--- config.mk ---
export PLATFORM = sky130hd
export DESIGN_NAME = mul_port_exec
export DESIGN_NICKNAME = d
export VERILOG_FILES = /design/src/rtl/mul_port_pkg.sv /design/src/rtl/mul_port_exec.sv
export SDC_FILE = /design/constraint.sdc
export NUM_CORES = 2
export LEC_CHECK = 0
export BUFFER_PORTS_ARGS = -buffer_cell sky130_fd_sc_hd__buf_2
export CORE_UTILIZATION = 57
export CTS_CLUSTER_SIZE = 14
export DETAILED_ROUTE_END_ITERATION = 10
export PLACE_DENSITY = 0.8
export RECOVER_POWER = 100
export REMOVE_ABC_BUFFERS = 1
export SYNTH_ARGS = -nofsm -noshare
export SYNTH_HDL_FRONTEND = slang
export SYNTH_SLANG_ARGS = --single-unit
--- constraint.sdc ---
create_clock -name ref_clk -period 7.3 [get_ports ref_clk]
set_input_delay 0.365 -clock ref_clk [delete_from_list [all_inputs] [get_ports ref_clk]]
set_output_delay 0.365 -clock ref_clk [all_outputs]
set_load 0.05 [all_outputs]
--- src/rtl/mul_port_pkg.sv ---
// Purpose: constants and types for the multiply / port read / add-one execution block
// Assumes: AHB-Lite register slave, word registers, one clock
// Notes: register offsets are byte addresses
// Functional notes
// RULE_01: signed multiply forms full signed double-length product
// RULE_02: byte multiply puts product in accumulator_high:low
// RULE_03: word multiply puts product in data_extension_reg:accumulator_word
// RULE_04: carry/overflow set when upper half is significant
// RULE_05: multiply keeps direction, irq enable and trap
// RULE_06: port read loads accumulator_low or accumulator_word
// RULE_07: immediate port number reaches ports 0 to 255
// RULE_08: data_extension_reg port number covers full 16 bits
// RULE_09: port reads leave every flag unchanged
// RULE_10: add-one increments byte or word operand in place
// RULE_11: add-one updates aux, parity, sign, zero only
// RULE_12: block read: port from data_extension_reg, offset dest_pointer
// RULE_13: block read memory write always uses extra_segment
// RULE_14: dest_pointer steps after each block transfer
// RULE_15: step is 1 for bytes, 2 for words
// RULE_16: repeat prefix makes block read repeat
// RULE_17: direction clear steps up, set steps down
package mul_port_pkg;
    localparam logic [7:0] ADDR_CTRL    = 8'h00;
    localparam logic [7:0] ADDR_ACC     = 8'h04;
    localparam logic [7:0] ADDR_DEXT    = 8'h08;
    localparam logic [7:0] ADDR_DPTR    = 8'h0C;
    localparam logic [7:0] ADDR_ESEG    = 8'h10;
    localparam logic [7:0] ADDR_FLAGS   = 8'h14;
    localparam logic [7:0] ADDR_OPER    = 8'h18;
    localparam logic [7:0] ADDR_RCNT    = 8'h1C;
    localparam logic [7:0] ADDR_STATUS  = 8'h20;

    localparam int CTL_OP_LSB   = 0;
    localparam int CTL_WORD_BIT = 2;
    localparam int CTL_DXP_BIT  = 3;
    localparam int CTL_REP_BIT  = 4;
    localparam int CTL_TGT_LSB  = 5;
    localparam int CTL_IMM_LSB  = 8;

    localparam int FLG_CF = 0;
    localparam int FLG_PF = 2;
    localparam int FLG_AF = 4;
    localparam int FLG_ZF = 6;
    localparam int FLG_SF = 7;
    localparam int FLG_TF = 8;
    localparam int FLG_IF = 9;
    localparam int FLG_DF = 10;
    localparam int FLG_OF = 11;

    localparam logic [15:0] REG_RST   = 16'h0000;
    localparam logic [15:0] FLAGS_RST = 16'h0000;
    localparam logic [15:0] STEP_BYTE = 16'h0001;
    localparam logic [15:0] STEP_WORD = 16'h0002;
    localparam logic [1:0]  HSIZE_WORD = 2'h2;

    typedef enum logic [1:0] {OP_MUL, OP_IN, OP_INC, OP_BLKIN} op_e;

    typedef struct packed {
        logic        valid;
        logic        word;
        logic [15:0] addr;
    } io_req_s;

    typedef struct packed {
        logic        valid;
        logic        word;
        logic [15:0] seg;
        logic [15:0] off;
        logic [15:0] data;
    } mem_req_s;
endpackage

--- src/rtl/mul_port_exec.sv ---
// Purpose: execution of signed multiply, port read, add-one and block port read
// Assumes: bus unit on the same clock answers io and memory requests with acks
// Notes: registers reached over AHB-Lite, reads take one wait state
//
// The register addresses and register access over AHB-Lite were chosen for this implementation.
`timescale 1ns/1ns
`default_nettype none
module mul_port_exec (
    input  wire logic                  ref_clk,
    input  wire logic                  rst,
    input  wire logic                  hsel,
    input  wire logic [31:0]           haddr,
    input  wire logic [1:0]            htrans,
    input  wire logic                  hwrite,
    input  wire logic [2:0]            hsize,
    input  wire logic [31:0]           hwdata,
    input  wire logic                  hready,
    output logic                       hreadyout,
    output logic                       hresp,
    output logic [31:0]                hrdata,
    output mul_port_pkg::io_req_s      io_req,
    input  wire logic                  io_ack,
    input  wire logic [15:0]           io_rdata,
    output mul_port_pkg::mem_req_s     mem_req,
    input  wire logic                  mem_ack
);
    typedef enum logic [1:0] {ST_IDLE, ST_EXEC, ST_IO, ST_MEM} state_e;

    state_e                 state_r;
    logic                   ph_v_r;
    logic                   ph_w_r;
    logic                   ph_sz_r;
    logic [7:0]             ph_a_r;
    logic                   rd_ok_r;
    logic [31:0]            hrdata_r;
    logic [15:0]            acc_r;
    logic [15:0]            dext_r;
    logic [15:0]            dptr_r;
    logic [15:0]            eseg_r;
    logic [15:0]            flags_r;
    logic [15:0]            oper_r;
    logic [15:0]            rcnt_r;
    logic [15:0]            ctl_r;
    mul_port_pkg::io_req_s  io_r;
    mul_port_pkg::mem_req_s mem_r;

    logic                   bus_wr;
    logic                   start;
    logic                   io_done;
    logic                   mem_done;
    mul_port_pkg::op_e      op;
    logic                   wsz;
    logic                   rep;
    logic [1:0]             tgt;
    logic signed [15:0]     prod_b;
    logic signed [31:0]     prod_w;
    logic                   ovf;
    logic [15:0]            inc_old;
    logic [15:0]            inc_nxt;
    logic [15:0]            step;
    logic [15:0]            rcnt_nxt;

    function automatic logic [15:0] tgt_val(input logic [1:0] sel, input logic [15:0] a,
                                            input logic [15:0] d, input logic [15:0] p,
                                            input logic [15:0] o);
        case (sel)
            2'h0:    tgt_val = a;
            2'h1:    tgt_val = d;
            2'h2:    tgt_val = p;
            default: tgt_val = o;
        endcase
    endfunction

    assign op       = mul_port_pkg::op_e'(ctl_r[mul_port_pkg::CTL_OP_LSB +: 2]);
    assign wsz      = ctl_r[mul_port_pkg::CTL_WORD_BIT];
    assign rep      = ctl_r[mul_port_pkg::CTL_REP_BIT];
    assign tgt      = ctl_r[mul_port_pkg::CTL_TGT_LSB +: 2];
    assign bus_wr   = ph_v_r & ph_w_r & ph_sz_r;
    assign start    = bus_wr & (ph_a_r == mul_port_pkg::ADDR_CTRL) & (state_r == ST_IDLE);
    assign io_done  = (state_r == ST_IO) & io_ack;
    assign mem_done = (state_r == ST_MEM) & mem_ack;
    assign step     = wsz ? mul_port_pkg::STEP_WORD : mul_port_pkg::STEP_BYTE; // RULE_15
    assign rcnt_nxt = rcnt_r - 16'h0001;

    // full signed products of source and accumulator
    assign prod_b  = $signed(oper_r[7:0]) * $signed(acc_r[7:0]); // RULE_01
    assign prod_w  = $signed(oper_r) * $signed(acc_r); // RULE_01
    assign ovf     = wsz ? (prod_w[31:16] != {16{prod_w[15]}})
                         : (prod_b[15:8] != {8{prod_b[7]}}); // RULE_04
    assign inc_old = tgt_val(tgt, acc_r, dext_r, dptr_r, oper_r);
    assign inc_nxt = wsz ? inc_old + 16'h0001
                         : {inc_old[15:8], inc_old[7:0] + 8'h01}; // RULE_10

    // bus slave
    assign hreadyout = ~(ph_v_r & ~ph_w_r & ~rd_ok_r);
    assign hresp     = 1'b0;
    assign hrdata    = hrdata_r;

    always_ff @(posedge ref_clk or posedge rst) begin
        if (rst) begin
            ph_v_r  <= 1'b0;
            ph_w_r  <= 1'b0;
            ph_sz_r <= 1'b0;
            ph_a_r  <= 8'h00;
        end else if (hready) begin
            ph_v_r  <= hsel & htrans[1];
            ph_w_r  <= hwrite;
            ph_sz_r <= (hsize[1:0] == mul_port_pkg::HSIZE_WORD);
            ph_a_r  <= haddr[7:0];
        end
    end

    always_ff @(posedge ref_clk or posedge rst) begin
        if (rst) begin
            rd_ok_r  <= 1'b0;
            hrdata_r <= 32'h0000_0000;
        end else begin
            rd_ok_r <= ph_v_r & ~ph_w_r & ~rd_ok_r;
            if (ph_v_r & ~ph_w_r & ~rd_ok_r) begin
                case (ph_a_r)
                    mul_port_pkg::ADDR_CTRL:   hrdata_r <= {16'h0000, ctl_r};
                    mul_port_pkg::ADDR_ACC:    hrdata_r <= {16'h0000, acc_r};
                    mul_port_pkg::ADDR_DEXT:   hrdata_r <= {16'h0000, dext_r};
                    mul_port_pkg::ADDR_DPTR:   hrdata_r <= {16'h0000, dptr_r};
                    mul_port_pkg::ADDR_ESEG:   hrdata_r <= {16'h0000, eseg_r};
                    mul_port_pkg::ADDR_FLAGS:  hrdata_r <= {16'h0000, flags_r};
                    mul_port_pkg::ADDR_OPER:   hrdata_r <= {16'h0000, oper_r};
                    mul_port_pkg::ADDR_RCNT:   hrdata_r <= {16'h0000, rcnt_r};
                    mul_port_pkg::ADDR_STATUS: hrdata_r <= {31'h0, state_r != ST_IDLE};
                    default:                   hrdata_r <= 32'h0000_0000;
                endcase
            end
        end
    end

    // sequencing and bus unit requests
    always_ff @(posedge ref_clk or posedge rst) begin
        if (rst) begin
            state_r <= ST_IDLE;
            ctl_r   <= mul_port_pkg::REG_RST;
            io_r    <= '0;
            mem_r   <= '0;
        end else begin
            case (state_r)
                ST_IDLE: begin
                    if (start) begin
                        ctl_r   <= hwdata[15:0];
                        state_r <= ST_EXEC;
                    end
                end
                ST_EXEC: begin
                    io_r.word <= wsz;
                    if (op == mul_port_pkg::OP_IN) begin
                        io_r.valid <= 1'b1;
                        if (ctl_r[mul_port_pkg::CTL_DXP_BIT]) begin
                            io_r.addr <= dext_r; // RULE_08
                        end else begin
                            io_r.addr <= {8'h00, ctl_r[mul_port_pkg::CTL_IMM_LSB +: 8]}; // RULE_07
                        end
                        state_r <= ST_IO;
                    end else if (op == mul_port_pkg::OP_BLKIN) begin
                        if (rep && rcnt_r == 16'h0000) begin
                            state_r <= ST_IDLE;
                        end else begin
                            io_r.valid <= 1'b1;
                            io_r.addr  <= dext_r; // RULE_12
                            state_r    <= ST_IO;
                        end
                    end else begin
                        state_r <= ST_IDLE;
                    end
                end
                ST_IO: begin
                    if (io_ack) begin
                        io_r.valid <= 1'b0;
                        if (op == mul_port_pkg::OP_BLKIN) begin
                            mem_r.valid <= 1'b1;
                            mem_r.word  <= wsz;
                            mem_r.seg   <= eseg_r; // RULE_13
                            mem_r.off   <= dptr_r; // RULE_12
                            mem_r.data  <= io_rdata;
                            state_r     <= ST_MEM;
                        end else begin
                            state_r <= ST_IDLE;
                        end
                    end
                end
                ST_MEM: begin
                    if (mem_ack) begin
                        mem_r.valid <= 1'b0;
                        if (rep && rcnt_nxt != 16'h0000) begin
                            io_r.valid <= 1'b1; // RULE_16
                            state_r    <= ST_IO;
                        end else begin
                            state_r <= ST_IDLE;
                        end
                    end
                end
                default: state_r <= ST_IDLE;
            endcase
        end
    end

    assign io_req  = io_r;
    assign mem_req = mem_r;

    // architectural registers; software writes only while idle
    always_ff @(posedge ref_clk or posedge rst) begin
        if (rst) begin
            acc_r   <= mul_port_pkg::REG_RST;
            dext_r  <= mul_port_pkg::REG_RST;
            dptr_r  <= mul_port_pkg::REG_RST;
            eseg_r  <= mul_port_pkg::REG_RST;
            flags_r <= mul_port_pkg::FLAGS_RST;
            oper_r  <= mul_port_pkg::REG_RST;
            rcnt_r  <= mul_port_pkg::REG_RST;
        end else if (state_r == ST_EXEC && op == mul_port_pkg::OP_MUL) begin
            if (wsz) begin
                {dext_r, acc_r} <= prod_w; // RULE_03
            end else begin
                acc_r <= prod_b; // RULE_02
            end
            flags_r[mul_port_pkg::FLG_CF] <= ovf; // RULE_04
            flags_r[mul_port_pkg::FLG_OF] <= ovf; // RULE_04
        end else if (state_r == ST_EXEC && op == mul_port_pkg::OP_INC) begin
            case (tgt)
                2'h0:    acc_r  <= inc_nxt;
                2'h1:    dext_r <= inc_nxt;
                2'h2:    dptr_r <= inc_nxt;
                default: oper_r <= inc_nxt;
            endcase
            flags_r[mul_port_pkg::FLG_AF] <= (inc_old[3:0] == 4'hF); // RULE_11
            flags_r[mul_port_pkg::FLG_PF] <= ~^inc_nxt[7:0]; // RULE_11
            flags_r[mul_port_pkg::FLG_SF] <= wsz ? inc_nxt[15] : inc_nxt[7]; // RULE_11
            flags_r[mul_port_pkg::FLG_ZF] <= wsz ? (inc_nxt == 16'h0000)
                                                 : (inc_nxt[7:0] == 8'h00); // RULE_11
        end else if (io_done && op == mul_port_pkg::OP_IN) begin
            if (wsz) begin
                acc_r <= io_rdata; // RULE_06
            end else begin
                acc_r <= {acc_r[15:8], io_rdata[7:0]}; // RULE_06
            end
        end else if (mem_done) begin
            if (flags_r[mul_port_pkg::FLG_DF]) begin
                dptr_r <= dptr_r - step; // RULE_17
            end else begin
                dptr_r <= dptr_r + step; // RULE_14
            end
            if (rep) begin
                rcnt_r <= rcnt_nxt; // RULE_16
            end
        end else if (bus_wr && state_r == ST_IDLE) begin
            case (ph_a_r)
                mul_port_pkg::ADDR_ACC:   acc_r   <= hwdata[15:0];
                mul_port_pkg::ADDR_DEXT:  dext_r  <= hwdata[15:0];
                mul_port_pkg::ADDR_DPTR:  dptr_r  <= hwdata[15:0];
                mul_port_pkg::ADDR_ESEG:  eseg_r  <= hwdata[15:0];
                mul_port_pkg::ADDR_FLAGS: flags_r <= hwdata[15:0];
                mul_port_pkg::ADDR_OPER:  oper_r  <= hwdata[15:0];
                mul_port_pkg::ADDR_RCNT:  rcnt_r  <= hwdata[15:0];
                default:                  acc_r   <= acc_r;
            endcase
        end
    end
endmodule
`default_nettype wire

==> results.json <==
{
  "critical_path_arrival_ps": 7570,
  "post_cts_buffers": 0,
  "detail_route.wirelength_um": 75200,
  "clock-root-buffer": "sky130_fd_sc_hd__clkbuf_16",
  "clk_pin_slew_worst_paths_ps": 60,
  "worstSkewPairLatency_ps": 560,
  "io_pins": 194,
  "yosysWarningCount": 0,
  "slew_violations": 311,
  "final_net_count": 3357,
  "fp.dieH_um": 212,
  "ys_ff_latch": 226,
  "grt_start_max_net_pins": 113,
  "rr_endpoint": "flags_r[11]",
  "worstReg2RegStart": "oper_r[11]",
  "final.period_utilization": 0.977,
  "finalSetupTns_ps": 0,
  "timing.setup.critical_path_class": "reg2reg",
  "layout-drive-gt1-share": 0.127,
  "synth_async_sr_flop_share": 1.00,
  "worst_clock_skew_ps": 19.9,
  "remaining_drc_errors": 0,
  "level_count_of_the_clock_h_tree": 1,
  "use_met3": 0.0511,
  "core-area_mm2": 0.0434,
  "required_ps": 7740,
  "gr_overflow_total": 0,
  "yosys.area.top_type_share": 0.253,
  "initial_antenna_violation_count": 1,
  "postSynth.topFlopCell": "sky130_fd_sc_hd__dfrtp_1",
  "firstDrtPassIters": 7,
  "finalWeightedCongestion": 0.968,
  "period_needed_ps": 7130,
  "die_w_um": 212,
  "ctsLongestPathBuffers": 3,
  "synth_cell_count_leaders": "sky130_fd_sc_hd__inv_1 (407), sky130_fd_sc_hd__fa_1 (318), sky130_fd_sc_hd__nand2_1 (298), sky130_fd_sc_hd__dfrtp_1 (226), sky130_fd_sc_hd__nor2_1 (143)",
  "rows": 76,
  "worstSetupStartpointType": "register",
  "final_hold_viol_count": 0,
  "max_stage_delay_ps": 630,
  "failed_checks": "capacitance limit, slew limit",
  "worst_setup_path_end_kind": "register",
  "routedWlPerCell_um": 22.0,
  "worst-path-max-fanout": 10,
  "drv_cap": 6,
  "synthDistinctLibCells": 94,
  "clock_tree_from_tritoncts": "built",
  "outcome": "finished, violations left",
  "setup.worst_path.start": "oper_r[11]",
  "worst_r2r_path_depth": 22,
  "place.detailed.hpwl_um": 57800,
  "holdCritPathClass": "in2reg",
  "synth_enable_flop_cells": 0,
  "floorplan.initialDensity": 0.581,
  "synth_top_area_cell": "sky130_fd_sc_hd__fa_1",
  "worstSetupEndpoint": "flags_r[11]",
  "first_pass_grt_wire_length_um": 119000,
  "rsz0062_at_grt": "false",
  "groute.layer.met1.usage": 0.454,
  "routed_via_density": 6.15,
  "gr-usage-all-layers": 0.343,
  "worst_slew_margin_rel": -2.23,
  "grt_pass1_vias": 21986,
  "fp.dieArea_mm2": 0.0450,
  "drt.antenna.violating_nets": 0,
  "grt_busiest_layer": "met2",
  "area.growth.synth_to_final_pct": 8.75,
  "crit_path_top_delay_cell": "sky130_fd_sc_hd__dfrtp_1",
  "drt-initial-drc-count": 2030,
  "io_buf_count": 134,
  "timing.reg2reg.setup_slack_ps": 170,
  "synthCells": 2707,
  "number_of_cts_inserted_buffers": 24,
  "area_of_the_mapped_netlist_mm2": 0.0252,
  "crit_path_cell_trace": "nand2_1 -> fa_1 -> fa_1 -> inv_1 -> fa_1 -> fa_1 -> fa_1 -> inv_1 -> fa_1 -> inv_1 -> ha_1 -> a21o_1 -> a31oi_2 -> o21a_1 -> a211oi_1 -> a311oi_1 -> buf_4 -> xor2_1 -> or4b_1 -> mux2i_2 -> a311oi_1 -> a211o_1",
  "clock_sinks": 226,
  "grt_use_met2": 0.556,
  "tightestPinTransition_ps": 4810,
  "synth.yosys.seq_area_share": 0.224,
  "syn_avg_cell_area_um2": 9.31,
  "num_vias": 21012,
  "synthMostInstantiatedCell": "sky130_fd_sc_hd__inv_1",
  "cp_dominant_cell_by_count": "sky130_fd_sc_hd__fa_1",
  "clock.fmax_mhz": 140,
  "report.final.setup_viol": 0,
  "post_synth_main_area_contributors": "sky130_fd_sc_hd__fa_1 (25%), sky130_fd_sc_hd__dfrtp_1 (22%), sky130_fd_sc_hd__ha_1 (6.6%)"
}
[per-stage QoR]
stage	setup slack [ps]	hold WS [ps]	cell area (um2)	instances	utilization
final	170	38.8	27400	3415	0.632
after global routing	4.86	42.8	27400	3414	0.632
after CTS	75.6	24.8	27500	3414	0.635
after detailed placement	82.9	470	26700	3371	0.616
after global placement	211	464	26700	3371	0.616
after floorplan	567	465	24500	2548	-
[critical path: cells and delay by family (launching register included)]
kind	cells	cell delay, ps
mux	1	240
xor+xnor	1	70
compound gates	7	1640
simple gates	2	650
buf+inv	4	350
flops	1	630
fa+ha+maj	7	3450
[placed cells by master, fill, tap and decap left out, types with 9 or more instances in the layout]
| master | n |
|---|---|
| sky130_fd_sc_hd__nand2_1 | 298 |
| sky130_fd_sc_hd__mux2_2 | 115 |
| sky130_fd_sc_hd__o21ai_1 | 19 |
| sky130_fd_sc_hd__o211ai_1 | 12 |
| sky130_fd_sc_hd__xnor2_1 | 56 |
| sky130_fd_sc_hd__a21oi_1 | 94 |
| sky130_fd_sc_hd__a221oi_1 | 25 |
| sky130_fd_sc_hd__inv_1 | 405 |
| sky130_fd_sc_hd__a21o_1 | 15 |
| sky130_fd_sc_hd__nor4_1 | 9 |
| sky130_fd_sc_hd__nand4_1 | 13 |
| sky130_fd_sc_hd__nor3_1 | 30 |
| sky130_fd_sc_hd__dfrtp_1 | 207 |
| sky130_fd_sc_hd__conb_1 | 17 |
| sky130_fd_sc_hd__o21bai_1 | 10 |
| sky130_fd_sc_hd__clkbuf_16 | 24 |
| sky130_fd_sc_hd__a211oi_1 | 14 |
| sky130_fd_sc_hd__nand3_1 | 62 |
| sky130_fd_sc_hd__a22o_1 | 31 |
| sky130_fd_sc_hd__o21ai_0 | 104 |
| sky130_fd_sc_hd__a222oi_1 | 16 |
| sky130_fd_sc_hd__ha_1 | 132 |
| sky130_fd_sc_hd__nor2b_1 | 16 |
| sky130_fd_sc_hd__o21a_1 | 15 |
| sky130_fd_sc_hd__and2_1 | 127 |
| sky130_fd_sc_hd__nor2_1 | 142 |
| sky130_fd_sc_hd__buf_4 | 88 |
| sky130_fd_sc_hd__clkbuf_1 | 101 |
| sky130_fd_sc_hd__xor2_1 | 25 |
| sky130_fd_sc_hd__mux4_2 | 17 |
| sky130_fd_sc_hd__fa_1 | 315 |
| sky130_fd_sc_hd__mux2i_1 | 11 |
| sky130_fd_sc_hd__a31oi_1 | 28 |
| sky130_fd_sc_hd__and3_1 | 16 |
| sky130_fd_sc_hd__buf_2 | 48 |
| sky130_fd_sc_hd__nand2b_1 | 10 |
| sky130_fd_sc_hd__dfrtp_2 | 19 |
[per-layer routing]
| layer | vias up | wire (um) |
|---|---|---|
| met1 | 10482 | 28600 |
| met5 | - | 12 |
| met2 | 1164 | 34900 |
| li1 | 9077 | - |
| met3 | 287 | 7580 |
| met4 | 2 | 4130 |
[worst min-delay path by stage]
stage / end / startpoint / cells past startpoint / slack, ps
2_1_floorplan: ph_sz_r / hsize[0] / 1 / 460
3_3_place_gp: mem_req[48] / mem_req[48] / 2 / 460
3_5_place_dp: mem_req[48] / mem_req[48] / 2 / 470
4_1_cts: ph_a_r[5] / haddr[5] / 2 / 20
5_1_grt: ph_a_r[5] / haddr[5] / 2 / 40
6_report: ph_a_r[1] / haddr[1] / 2 / 40
[area by class of cell]
class | instances | area [um2]
multi-input combinational | 1915 | 17400
fill | 3527 | 16000
sequential | 226 | 5680
inverter | 407 | 1530
timing repair buffer | 240 | 1320
tap | 585 | 732
clock buffer | 28 | 636
clock inverter | 13 | 149
antenna | 1 | 2.50
[kinds of logic after synthesis]
logic type / share of synthesized area
AO/OA/AOI/OAI: 0.120
XOR/XNOR: 0.0282
adder cells (fa/ha/maj): 0.319
buffers and inverters: 0.0903
flip-flops: 0.224
multiplexers: 0.0718
other: 0.000149
AND/OR/NAND/NOR: 0.146
[state kept, by name, indices dropped and copies added (netlist names), 2 cells and up]
| name | count |
|---|---|
| flags_r | 16 |
| oper_r | 16 |
| acc_r | 16 |
| dext_r | 16 |
| rcnt_r | 16 |
| io_req | 18 |
| dptr_r | 16 |
| ctl_r | 16 |
| ph_a_r | 8 |
| mem_req | 50 |
| eseg_r | 16 |
| hrdata | 16 |
| state_r | 2 |
[repair_timing]
item,in CTS,in global routing
endpoints found under the hold margin,59,0
hold buffers,2,0
endpoints found under the setup margin,0,2
gates resized for setup,0,29
Power is left out: the tool's default activity adds up to more than one toggle a clock period on the data nets, which glitch-free logic cannot reach.
